==> src/rtl/tx_uart_defines.vh <==
// register map, field positions and reset values of the serial transmitter
`ifndef TX_UART_DEFINES_VH
`define TX_UART_DEFINES_VH

// word index of each register (byte address = index * 4)
`define IDX_TX_CONTROL    3'h0
`define IDX_RX_CONTROL    3'h1
`define IDX_BAUD_DIVISOR  3'h2
`define IDX_HOLD_BUFFER   3'h3
`define IDX_IRQ_CONTROL   3'h4

// transmit_control_reg fields
`define TXC_NINTH_VAL     0
`define TXC_IDLE_FLAG     1
`define TXC_HS_SEL        2
`define TXC_SYNC_SEL      4
`define TXC_TX_ENABLE     5
`define TXC_NINE_SEL      6

// receive_control_reg fields
`define RXC_PORT_ENABLE   7

// irq control fields
`define IRQ_ENABLE_BIT    0
`define IRQ_EMPTY_BIT     1

// reset values
`define RST_BYTE          8'h00
`define RST_BIT           1'b0

// baud prescale multiples
`define PRESCALE_HS       7'h10
`define PRESCALE_LS       7'h40
`define PRESCALE_SYNC     7'h04

// frame lengths in data bits
`define BITS_EIGHT        4'h8
`define BITS_NINE         4'h9

`endif

==> src/rtl/async_serial_transmitter.v <==
// asynchronous transmit path with avalon-mm register access
//
// Chosen here: the address map and the Avalon-MM slave port.
`timescale 1ns/1ps
`include "tx_uart_defines.vh"

module async_serial_transmitter (
  input  wire        core_clk_in,
  input  wire        srst_in,
  input  wire [4:0]  address_in,
  input  wire        read_in,
  input  wire        write_in,
  input  wire [31:0] writedata_in,
  input  wire [3:0]  byteenable_in,
  input  wire        sleep_in,
  output wire [31:0] readdata_out,
  output wire        waitrequest_out,
  output wire        tx_pin_out,
  output wire        tx_pin_oe_out,
  output wire        tx_irq_out
);

  localparam ST_IDLE  = 5'h01;
  localparam ST_WAIT  = 5'h02;
  localparam ST_START = 5'h04;
  localparam ST_DATA  = 5'h08;
  localparam ST_STOP  = 5'h10;

  // configuration
  reg  [7:0]  baud_divisor_ff;
  reg         ninth_bit_value_ff;
  reg         high_speed_baud_select_ff;
  reg         sync_select_ff;
  reg         transmit_enable_ff;
  reg         nine_bit_transmit_select_ff;
  reg         serial_port_enable_ff;
  reg         tx_buffer_empty_irq_enable_ff;

  // bus slave
  reg         wait_ff;
  reg  [31:0] rdata_ff;
  reg  [31:0] nxt_rdata;

  // transmitter
  reg  [4:0]  state_ff;
  reg  [4:0]  nxt_state;
  reg  [8:0]  shift_ff;
  reg  [8:0]  nxt_shift;
  reg  [3:0]  bit_cnt_ff;
  reg  [3:0]  nxt_bit_cnt;
  reg  [3:0]  frame_bits_ff;
  reg  [3:0]  nxt_frame_bits;
  reg  [7:0]  hold_data_ff;
  reg  [7:0]  nxt_hold_data;
  reg         hold_full_ff;
  reg         nxt_hold_full;
  reg         shift_idle_flag_ff;
  reg         nxt_shift_idle_flag;
  reg         line_ff;
  reg         nxt_line;
  reg         oe_ff;
  reg         irq_ff;

  wire        bus_req;
  wire        bus_done;
  wire [2:0]  reg_idx;
  wire        wr_low;
  wire        hold_write;
  wire        tx_active;
  wire        tx_buffer_empty_flag;
  wire        bit_tick;
  wire [6:0]  prescale;

  assign bus_req         = read_in || write_in;
  assign bus_done        = bus_req && !wait_ff;
  assign reg_idx         = address_in[4:2];
  assign wr_low          = write_in && !wait_ff && byteenable_in[0];
  assign hold_write      = wr_low && (reg_idx == `IDX_HOLD_BUFFER) && serial_port_enable_ff;
  assign readdata_out    = rdata_ff;
  assign waitrequest_out = wait_ff;
  assign tx_pin_out      = line_ff;
  assign tx_pin_oe_out   = oe_ff;
  assign tx_irq_out      = irq_ff;

  // asynchronous path only runs with the synchronous select cleared
  assign tx_active = serial_port_enable_ff && transmit_enable_ff && !sync_select_ff;

  assign tx_buffer_empty_flag = serial_port_enable_ff && transmit_enable_ff && !hold_full_ff;

  assign prescale = sync_select_ff ? `PRESCALE_SYNC :
                    (high_speed_baud_select_ff ? `PRESCALE_HS : `PRESCALE_LS);

  // ninth bit is fixed at load time, so a late write to it misses the frame
  function [8:0] frame_word;
    input [7:0] data;
    input       nine_sel;
    input       ninth;
    begin
      frame_word = {nine_sel ? ninth : 1'b1, data};
    end
  endfunction

  // one divider paces the transmit path of the port
  baud_tick_gen #(
    .DIV_W (8),
    .PRE_W (7)
  ) u_baud (
    .core_clk_in  (core_clk_in),
    .srst_in      (srst_in),
    .clear_in     (!serial_port_enable_ff),
    .run_in       (!sleep_in),
    .divisor_in   (baud_divisor_ff),
    .prescale_in  (prescale),
    .bit_tick_out (bit_tick)
  );

  // avalon handshake: one wait cycle, then the answer
  always @(posedge core_clk_in)
  begin
    if (srst_in)
    begin
      wait_ff  <= 1'b1;
      rdata_ff <= 32'h00000000;
    end
    else
    begin
      wait_ff <= !(bus_req && wait_ff);
      if (bus_req && wait_ff)
      begin
        rdata_ff <= nxt_rdata;
      end
    end
  end

  always @*
  begin
    nxt_rdata = 32'h00000000;
    case (reg_idx)
      `IDX_TX_CONTROL:
      begin
        nxt_rdata[`TXC_NINTH_VAL] = ninth_bit_value_ff;
        nxt_rdata[`TXC_IDLE_FLAG] = shift_idle_flag_ff;
        nxt_rdata[`TXC_HS_SEL]    = high_speed_baud_select_ff;
        nxt_rdata[`TXC_SYNC_SEL]  = sync_select_ff;
        nxt_rdata[`TXC_TX_ENABLE] = transmit_enable_ff;
        nxt_rdata[`TXC_NINE_SEL]  = nine_bit_transmit_select_ff;
      end
      `IDX_RX_CONTROL:
      begin
        nxt_rdata[`RXC_PORT_ENABLE] = serial_port_enable_ff;
      end
      `IDX_BAUD_DIVISOR:
      begin
        nxt_rdata[7:0] = baud_divisor_ff;
      end
      `IDX_IRQ_CONTROL:
      begin
        nxt_rdata[`IRQ_ENABLE_BIT] = tx_buffer_empty_irq_enable_ff;
        nxt_rdata[`IRQ_EMPTY_BIT]  = tx_buffer_empty_flag;
      end
      default:
      begin
        nxt_rdata = 32'h00000000;
      end
    endcase
  end

  // configuration stays writable while the port is disabled
  always @(posedge core_clk_in)
  begin
    if (srst_in)
    begin
      baud_divisor_ff               <= `RST_BYTE;
      ninth_bit_value_ff            <= `RST_BIT;
      high_speed_baud_select_ff     <= `RST_BIT;
      sync_select_ff                <= `RST_BIT;
      transmit_enable_ff            <= `RST_BIT;
      nine_bit_transmit_select_ff   <= `RST_BIT;
      serial_port_enable_ff         <= `RST_BIT;
      tx_buffer_empty_irq_enable_ff <= `RST_BIT;
    end
    else if (wr_low)
    begin
      case (reg_idx)
        `IDX_TX_CONTROL:
        begin
          ninth_bit_value_ff          <= writedata_in[`TXC_NINTH_VAL];
          high_speed_baud_select_ff   <= writedata_in[`TXC_HS_SEL];
          sync_select_ff              <= writedata_in[`TXC_SYNC_SEL];
          transmit_enable_ff          <= writedata_in[`TXC_TX_ENABLE];
          nine_bit_transmit_select_ff <= writedata_in[`TXC_NINE_SEL];
        end
        `IDX_RX_CONTROL:
        begin
          serial_port_enable_ff <= writedata_in[`RXC_PORT_ENABLE];
        end
        `IDX_BAUD_DIVISOR:
        begin
          baud_divisor_ff <= writedata_in[7:0];
        end
        `IDX_IRQ_CONTROL:
        begin
          tx_buffer_empty_irq_enable_ff <= writedata_in[`IRQ_ENABLE_BIT];
        end
        default:
        begin
          baud_divisor_ff <= baud_divisor_ff;
        end
      endcase
    end
  end

  // transmit state machine
  always @*
  begin
    nxt_state           = state_ff;
    nxt_shift           = shift_ff;
    nxt_bit_cnt         = bit_cnt_ff;
    nxt_frame_bits      = frame_bits_ff;
    nxt_hold_data       = hold_data_ff;
    nxt_hold_full       = hold_full_ff;
    nxt_shift_idle_flag = shift_idle_flag_ff;
    nxt_line            = line_ff;
    if (!serial_port_enable_ff)
    begin
      nxt_state           = ST_IDLE;
      nxt_hold_full       = 1'b0;
      nxt_shift_idle_flag = 1'b1;
      nxt_line            = 1'b1;
      nxt_bit_cnt         = 4'h0;
    end
    else
    begin
      // a load arriving with a transfer out keeps the new byte
      if (hold_write)
      begin
        nxt_hold_full = 1'b1;
        nxt_hold_data = writedata_in[7:0];
      end
      if (!tx_active)
      begin
        nxt_state           = ST_IDLE;
        nxt_shift_idle_flag = 1'b1;
        nxt_line            = 1'b1;
        nxt_bit_cnt         = 4'h0;
      end
      else if (!sleep_in)
      begin
        case (state_ff)
          ST_IDLE:
          begin
            nxt_line = 1'b1;
            if (hold_full_ff)
            begin
              nxt_shift = frame_word(hold_data_ff, nine_bit_transmit_select_ff,
                                     ninth_bit_value_ff);
              nxt_frame_bits      = nine_bit_transmit_select_ff ? `BITS_NINE : `BITS_EIGHT;
              nxt_hold_full       = hold_write;
              nxt_shift_idle_flag = 1'b0;
              nxt_state           = ST_WAIT;
            end
          end
          ST_WAIT:
          begin
            if (bit_tick)
            begin
              nxt_line  = 1'b0;
              nxt_state = ST_START;
            end
          end
          ST_START:
          begin
            if (bit_tick)
            begin
              nxt_line    = shift_ff[0];
              nxt_shift   = {1'b0, shift_ff[8:1]};
              nxt_bit_cnt = 4'h1;
              nxt_state   = ST_DATA;
            end
          end
          ST_DATA:
          begin
            if (bit_tick)
            begin
              if (bit_cnt_ff == frame_bits_ff)
              begin
                nxt_line  = 1'b1;
                nxt_state = ST_STOP;
              end
              else
              begin
                nxt_line    = shift_ff[0];
                nxt_shift   = {1'b0, shift_ff[8:1]};
                nxt_bit_cnt = bit_cnt_ff + 4'h1;
              end
            end
          end
          ST_STOP:
          begin
            if (bit_tick)
            begin
              if (hold_full_ff)
              begin
                nxt_shift = frame_word(hold_data_ff, nine_bit_transmit_select_ff,
                                       ninth_bit_value_ff);
                nxt_frame_bits = nine_bit_transmit_select_ff ? `BITS_NINE : `BITS_EIGHT;
                nxt_hold_full  = hold_write;
                nxt_line       = 1'b0;
                nxt_state      = ST_START;
              end
              else
              begin
                nxt_shift_idle_flag = 1'b1;
                nxt_state           = ST_IDLE;
              end
            end
          end
          default:
          begin
            nxt_state = ST_IDLE;
            nxt_line  = 1'b1;
          end
        endcase
      end
    end
  end

  always @(posedge core_clk_in)
  begin
    if (srst_in)
    begin
      state_ff           <= ST_IDLE;
      shift_ff           <= 9'h000;
      bit_cnt_ff         <= 4'h0;
      frame_bits_ff      <= `BITS_EIGHT;
      hold_data_ff       <= `RST_BYTE;
      hold_full_ff       <= 1'b0;
      shift_idle_flag_ff <= 1'b1;
      line_ff            <= 1'b1;
      oe_ff              <= 1'b0;
      irq_ff             <= 1'b0;
    end
    else
    begin
      state_ff           <= nxt_state;
      shift_ff           <= nxt_shift;
      bit_cnt_ff         <= nxt_bit_cnt;
      frame_bits_ff      <= nxt_frame_bits;
      hold_data_ff       <= nxt_hold_data;
      hold_full_ff       <= nxt_hold_full;
      shift_idle_flag_ff <= nxt_shift_idle_flag;
      line_ff            <= nxt_line;
      // drives regardless of the port direction bit; released on abort
      oe_ff  <= tx_active;
      irq_ff <= serial_port_enable_ff && transmit_enable_ff && !nxt_hold_full
                && tx_buffer_empty_irq_enable_ff;
    end
  end

endmodule // async_serial_transmitter

==> src/rtl/baud_tick_gen.v <==
// baud divider: one-cycle tick every prescale * (divisor + 1) clocks
`timescale 1ns/1ps
module baud_tick_gen #(
  parameter DIV_W = 8,
  parameter PRE_W = 7
) (
  input  wire             core_clk_in,
  input  wire             srst_in,
  input  wire             clear_in,
  input  wire             run_in,
  input  wire [DIV_W-1:0] divisor_in,
  input  wire [PRE_W-1:0] prescale_in,
  output wire             bit_tick_out
);

  reg  [DIV_W-1:0] div_cnt_ff;
  reg  [PRE_W-1:0] pre_cnt_ff;
  reg              tick_ff;
  wire             div_end;
  wire             pre_end;

  assign div_end      = (div_cnt_ff == divisor_in);
  assign pre_end      = (pre_cnt_ff == prescale_in - {{(PRE_W-1){1'b0}}, 1'b1});
  assign bit_tick_out = tick_ff;

  // counts up so a divisor change takes effect without a stale reload
  always @(posedge core_clk_in)
  begin
    if (srst_in || clear_in)
    begin
      div_cnt_ff <= {DIV_W{1'b0}};
      pre_cnt_ff <= {PRE_W{1'b0}};
      tick_ff    <= 1'b0;
    end
    else if (run_in)
    begin
      tick_ff <= div_end && pre_end;
      if (div_end)
      begin
        div_cnt_ff <= {DIV_W{1'b0}};
        pre_cnt_ff <= pre_end ? {PRE_W{1'b0}} : pre_cnt_ff + {{(PRE_W-1){1'b0}}, 1'b1};
      end
      else
      begin
        div_cnt_ff <= div_cnt_ff + {{(DIV_W-1){1'b0}}, 1'b1};
      end
    end
    else
    begin
      tick_ff <= 1'b0;
    end
  end

endmodule // baud_tick_gen

==> config.mk <==
export PLATFORM = sky130hd
export DESIGN_NAME = async_serial_transmitter
export DESIGN_NICKNAME = d
export VERILOG_FILES = /design/src/rtl/async_serial_transmitter.v /design/src/rtl/baud_tick_gen.v
export VERILOG_INCLUDE_DIRS = /design/src /design/src/rtl
export SDC_FILE = /design/constraint.sdc
export NUM_CORES = 1
export LEC_CHECK = 0
export ABC_AREA = 0
export BUFFER_PORTS_ARGS = -buffer_cell sky130_fd_sc_hd__buf_4
export CAP_MARGIN = 30
export CORE_ASPECT_RATIO = 0.7
export CORE_MARGIN = 2
export CORE_UTILIZATION = 55
export CTS_BUF_LIST = sky130_fd_sc_hd__clkbuf_2 sky130_fd_sc_hd__clkbuf_4 sky130_fd_sc_hd__clkbuf_8
export DETAILED_ROUTE_END_ITERATION = 16
export HOLD_SLACK_MARGIN = 0.15
export PLACE_DENSITY = 0.85
export SLEW_MARGIN = 0
export SYNTH_ARGS = -nofsm -noshare
export SYNTH_HDL_FRONTEND = slang
export SYNTH_SLANG_ARGS = --single-unit
export TNS_END_PERCENT = 1
==> constraint.sdc <==
create_clock -name core_clk_in -period 2.93 [get_ports core_clk_in]
set_input_delay 0.586 -clock core_clk_in [delete_from_list [all_inputs] [get_ports core_clk_in]]
set_output_delay 0.586 -clock core_clk_in [all_outputs]
set_load 0.02 [all_outputs]
==> results of run 1 <==
[final cells by class]
| type | instances | area share [%] |
|---|---|---|
| inverters | 3 | 0.2814 |
| clock buffers | 10 | 3.283 |
| multi-input cells | 318 | 50.47 |
| clock inverters | 6 | 1.094 |
| flip-flops and latches | 72 | 36.02 |
| repair buffers | 32 | 6.004 |
| well taps | 91 | 2.846 |
[path summary, 6_finish.rpt]
kind                            slack, ns  cells past startpoint               to
worst max-delay path                 0.49                      5      shift_ff[1]
worst min-delay path                 0.46                      2  readdata_out[1]
worst max register to register       0.49                      5      shift_ff[1]
worst min register to register       0.46                      2  readdata_out[1]
[power breakdown]
| group | leakage [nW] | internal, mW | total [mW] | switching (mW) |
|---|---|---|---|---|
| registers | 0.580 | 0.980 | 0.983 | 0.00262 |
| logic | 0.844 | 0.0305 | 0.106 | 0.0759 |
| clock network | 0.0900 | 0.319 | 0.706 | 0.387 |
| total | 1.51 | 1.33 | 1.79 | 0.465 |
[tightest hold or removal path, cell delays in order, from the launching register on]
cell and delay [ns]:
dfxtp_1 0.32, nand2_1 0.05, a21oi_1 0.05
[layer usage]
layer / vias up / global-route usage [%]
li1: 1470 / -
met1: 1431 / 31.99
met2: 134 / 35.60
met3: 20 / 7.707
met4: 0 / 6.757
met5: - / 0
[through the flow]
stage	instance area (um^2)	setup WS, ns	cells
finish	4001	0.4902	532
global route	4001	0.3131	532
CTS	4001	0.5102	532
detailed placement	3826	0.5497	516
global placement	3826	0.6224	516
floorplan	3747	0.9007	437
[kinds of logic after synthesis]
kind of cell    after synthesis
simple gates                166
flops                        72
compound gates               69
buf+inv                      47
mux                          36
xor+xnor                     20
fa+ha+maj                     3
other cells                   1
[Yosys cell counts (2+ instances only)]
cell type  number
a21oi_1        14
a221oi_1        2
a22oi_1         6
a311o_1         2
and2_1          2
and3_1          5
and3b_1         3
buf_2           6
buf_4          25
clkbuf_1       11
dfxtp_1        72
ha_1            3
inv_1           3
mux2i_1        36
nand2_1        26
nand2b_1       11
nand3_1        10
nand3b_1        4
nand4_1         4
nand4b_1        2
nor2_1         53
nor2b_1         6
nor3_1          5
nor3b_1         5
nor4_1          3
nor4bb_1        2
o211ai_1        4
o21ai_0        25
o311ai_0        2
o31ai_1         3
or2_2           3
or3_1           6
or4_1          10
xnor2_1         3
xor2_1         17
[state kept, by name (all words and copies together), names as in the netlist, 4 cells and up]
signal	count
shift_ff	9
baud_divisor_ff	8
hold_data_ff	8
readdata_out	8
u_baud.div_cnt_ff	8
u_baud.pre_cnt_ff	7
state_ff	5
bit_cnt_ff	4
==> impl_metrics.json, run 1 <==
{
  "ff_latch_area_um2": 1441,
  "multi_input_area_um2": 2019,
  "wl_per_cell_um": 15.30,
  "cap_violations": 0,
  "power_density_nw_per_um2": 448.6,
  "yosys.area_share.adder_pct": 1.025,
  "final_cell_mix": "dfxtp_1, nor2_1, mux2i_1",
  "arrival_ns": 2.66,
  "io_buffer_count": 28,
  "die_area_um2": 7335,
  "yosysSeqAreaShare_pct": 39.37,
  "synth_cell_types": 55,
  "synth_mux_area_share_pct": 9.843,
  "drive_gt1_share_pct": 12.70,
  "crit_chain": "or3_4, a2111oi_4, nand3_1, nor2_1, o21ai_0",
  "synth-simple-area-share_pct": 24.68,
  "path_class": "reg -> reg",
  "cp-startpoint": "state_ff[4]",
  "grt_overflow_total": 0,
  "cts_max_path_buffers": 2,
  "wl_met2_um": 3597,
  "met1_length_um": 3813,
  "critical_path.startpoint_type": "register",
  "async_flop_share_pct": 0,
  "critPathTopFamily": "simple AND/OR/NAND/NOR gates",
  "crit_buf_inv": 0,
  "grt_usage_pct": 23.44,
  "postCtsSetupBuffers": 0,
  "nNetsFinal": 485,
  "drcViolationCount": 0,
  "outcome": "finished clean",
  "antenna_found_initial": 0,
  "firstDrtPassIters": 5,
  "die_w_um": 101.5,
  "routed.top_layer": "met4",
  "final_common_cell": "dfxtp_1",
  "dpl.hpwl_um": 5775,
  "synthToLayoutAreaGrowth_pct": 9.296,
  "drt_iter0_drc": 185,
  "fillers": 539,
  "synth_area_leaders": "dfxtp_1, mux2i_1, nor2_1",
  "synth_edf_count": 0,
  "numCtsBuffers": 9,
  "fin_crit_ns": 2.440,
  "ioPinCount": 82,
  "synth_compound_area_share_pct": 12.37,
  "period_share_pct": 83.27,
  "core-area_um2": 6336,
  "totalWireLength_um": 8140,
  "leakage_nw": 1.515,
  "synth-xor-area-share_pct": 4.785,
  "grt_pass1_wl_um": 13500,
  "hp-class": "reg -> reg",
  "fin_hold_ws_ns": 0.4621,
  "synth_top_area_share_pct": 39.37,
  "initial_core_util_pct": 57.78,
  "synth_flop_cell": "dfxtp_1",
  "skew_ns": 0.01011,
  "ys_seq_elements": 72,
  "synth_area_um2": 3661,
  "crit_path_end_kind": "register",
  "path_max_fanout": 14,
  "worst_r2r_startpoint": "state_ff[4]",
  "rsz0062_at_grt": "no",
  "rows": 24,
  "die_h_um": 72.26,
  "synth_top_family_by_area": "simple AND/OR/NAND/NOR gates",
  "critPathRequiredTime_ns": 3.15,
  "slowest_delay_ns": 0.48,
  "clkTransAtPathRegs_ns": 0.08,
  "gp_congestion": 0.9046,
  "hp-start": "readdata_out[1]",
  "peakVddDrop_mv": 0.2756,
  "ys.warnings.count": 0,
  "cpMaxStageDelayCell": "or3_4",
  "synth_cells": 414,
  "dr_wl_met3_um": 583,
  "yosys.area.top_type": "dfxtp_1",
  "dr_total_vias": 3055,
  "fmax_mhz": 409.9,
  "worstMarginPinSlew_ns": 0.6432,
  "avgSynthCellArea_um2": 8.843,
  "cts_resized": 0,
  "final_util_pct": 63.15,
  "hold_buffers": 0,
  "setup_viol": 0,
  "num_antenna_cells": 0,
  "root_buffer": "clkbuf_8",
  "finalMaxSlewViolations": 0,
  "grt_pass1_vias": 2815,
  "tns_ns": 0,
  "ant_nets": 0,
  "cts_tree": "done",
  "p_total_mw": 1.795,
  "avgViaCountPerCell": 5.742,
  "clk_latency_ns": 0.35,
  "grt_max_degree": 55,
  "cts.sinks": 72,
  "htree_levels": 3,
  "relSlewSlack_pct": 56.53,
  "hold_viol": 0
}
Note: power is estimated with default switching activity, not from simulation.
==> inputs of run 2 (changes only) <==
clock period = 2.45 ns   (was 2.93 ns; I/O delays follow)
==> impl_metrics.json, run 2 (synthesis results as in run 1) <==
{
  "final_common_cell": "dfxtp_1",
  "antenna_found_initial": 0,
  "finalMaxSlewViolations": 0,
  "relSlewSlack_pct": 55.58,
  "hp-class": "in -> reg",
  "rows": 24,
  "cts_max_path_buffers": 2,
  "grt_overflow_total": 0,
  "grt_max_degree": 55,
  "arrival_ns": 2.39,
  "final_cell_mix": "dfxtp_1, nor2_1, buf_4",
  "clk_latency_ns": 0.36,
  "cts_tree": "done",
  "dr_total_vias": 3045,
  "avgViaCountPerCell": 5.670,
  "initial_core_util_pct": 57.78,
  "power_density_nw_per_um2": 552.9,
  "drcViolationCount": 0,
  "outcome": "finished clean",
  "die_h_um": 72.26,
  "worstMarginPinSlew_ns": 0.6603,
  "ioPinCount": 82,
  "crit_buf_inv": 0,
  "rsz0062_at_grt": "no",
  "ant_nets": 0,
  "placed_cells": 522,
  "drt_iter0_drc": 201,
  "drive_gt1_share_pct": 13.68,
  "gp_congestion": 0.8912,
  "hold_viol": 0,
  "leakage_nw": 1.558,
  "fin_crit_ns": 2.174,
  "cap_violations": 0,
  "tns_ns": 0,
  "htree_levels": 3,
  "die_area_um2": 7335,
  "crit_path_end_kind": "register",
  "synthToLayoutAreaGrowth_pct": 11.07,
  "largest_reg_flops": 9,
  "clkTransAtPathRegs_ns": 0.07,
  "firstDrtPassIters": 5,
  "grt_pass1_vias": 2801,
  "grt_pass1_wl_um": 13760,
  "numCtsBuffers": 9,
  "cpMaxStageDelayCell": "nor2_1",
  "num_antenna_cells": 0,
  "wl_per_cell_um": 15.35,
  "cts_resized": 0,
  "fin_hold_ws_ns": 0.3966,
  "nNetsFinal": 491,
  "peakVddDrop_mv": 0.2814,
  "crit_chain": "or3_4, a2111oi_4, nand3_1, nor2_1, o21ai_0",
  "path_class": "reg -> reg",
  "root_buffer": "clkbuf_8",
  "period_share_pct": 88.74,
  "skew_ns": 0.007856,
  "critPathTopFamily": "simple AND/OR/NAND/NOR gates",
  "regMostFlops": "shift_ff",
  "cts.sinks": 72,
  "grt_usage_pct": 24.22,
  "path_max_fanout": 11,
  "totalWireLength_um": 8242,
  "fmax_mhz": 459.9,
  "layout.cells.non_filler": 537,
  "core-area_um2": 6336,
  "setup_viol": 0,
  "postCtsSetupBuffers": 0,
  "hold_buffers": 0,
  "dpl.hpwl_um": 5827,
  "p_total_mw": 2.248,
  "critPathRequiredTime_ns": 2.67,
  "io_buffer_count": 28,
  "die_w_um": 101.5,
  "critical_path.startpoint_type": "register",
  "slowest_delay_ns": 0.46
}
[run 2: changes by cell type in the layout (fill, tap and decap cells not counted)]
cell,change
clkinvlp_4,-1
clkbuf_8,+1
clkbuf_4,-1
bufinv_16,+1
buf_4,+6
inv_6,-1
[run 2: path summary, 6_finish.rpt]
path	startpoint	end	slack, ns	cells after the start
worst min-delay path	writedata_in[2]	high_speed_baud_select_ff	0.40	3
worst max-delay path	state_ff[3]	shift_ff[1]	0.28	5
worst max register to register	state_ff[3]	shift_ff[1]	0.28	5
worst min register to register	readdata_out[1]	readdata_out[1]	0.46	2
[run 2: per-stage QoR]
stage / utilization (%) / worst slack [ns] / cell area (um^2)
3_3_place_gp: 61.10 / 0.3507 / 3871
3_5_place_dp: 61.10 / 0.3246 / 3871
4_1_cts: 64.18 / 0.2995 / 4066
2_1_floorplan: - / 0.4362 / 3747
6_report: 64.18 / 0.2758 / 4066
5_1_grt: 64.18 / 0.07098 / 4066
[run 2: routing by layer]
metal / up-vias / GRT usage (%) / wire (um)
li1: 1486 / - / -
met1: 1448 / 33.78 / 3943
met2: 101 / 36.70 / 3726
met3: 10 / 6.744 / 489
met4: 0 / 7.357 / 82
met5: - / 0 / 0
[run 2: tightest hold or removal path, stage by stage]
cell and delay [ns]:
buf_4 0.10, mux2i_1 0.06, nor2_1 0.07
[run 2: layout make-up]
class | instances | area, um^2
Multi-Input combinational cell | 318 | 2019
Fill cell | 504 | 2270
Clock inverter | 5 | 57.56
Tap cell | 91 | 113.9
Inverter | 3 | 11.26
Timing Repair Buffer | 38 | 285.3
Sequential cell | 72 | 1441
Clock buffer | 10 | 137.6
[run 2: power breakdown]
group	switching [mW]	leakage, nW	internal, mW
Sequential	0.00281	0.580	1.17
Clock	0.454	0.102	0.492
Combinational	0.0905	0.876	0.0366
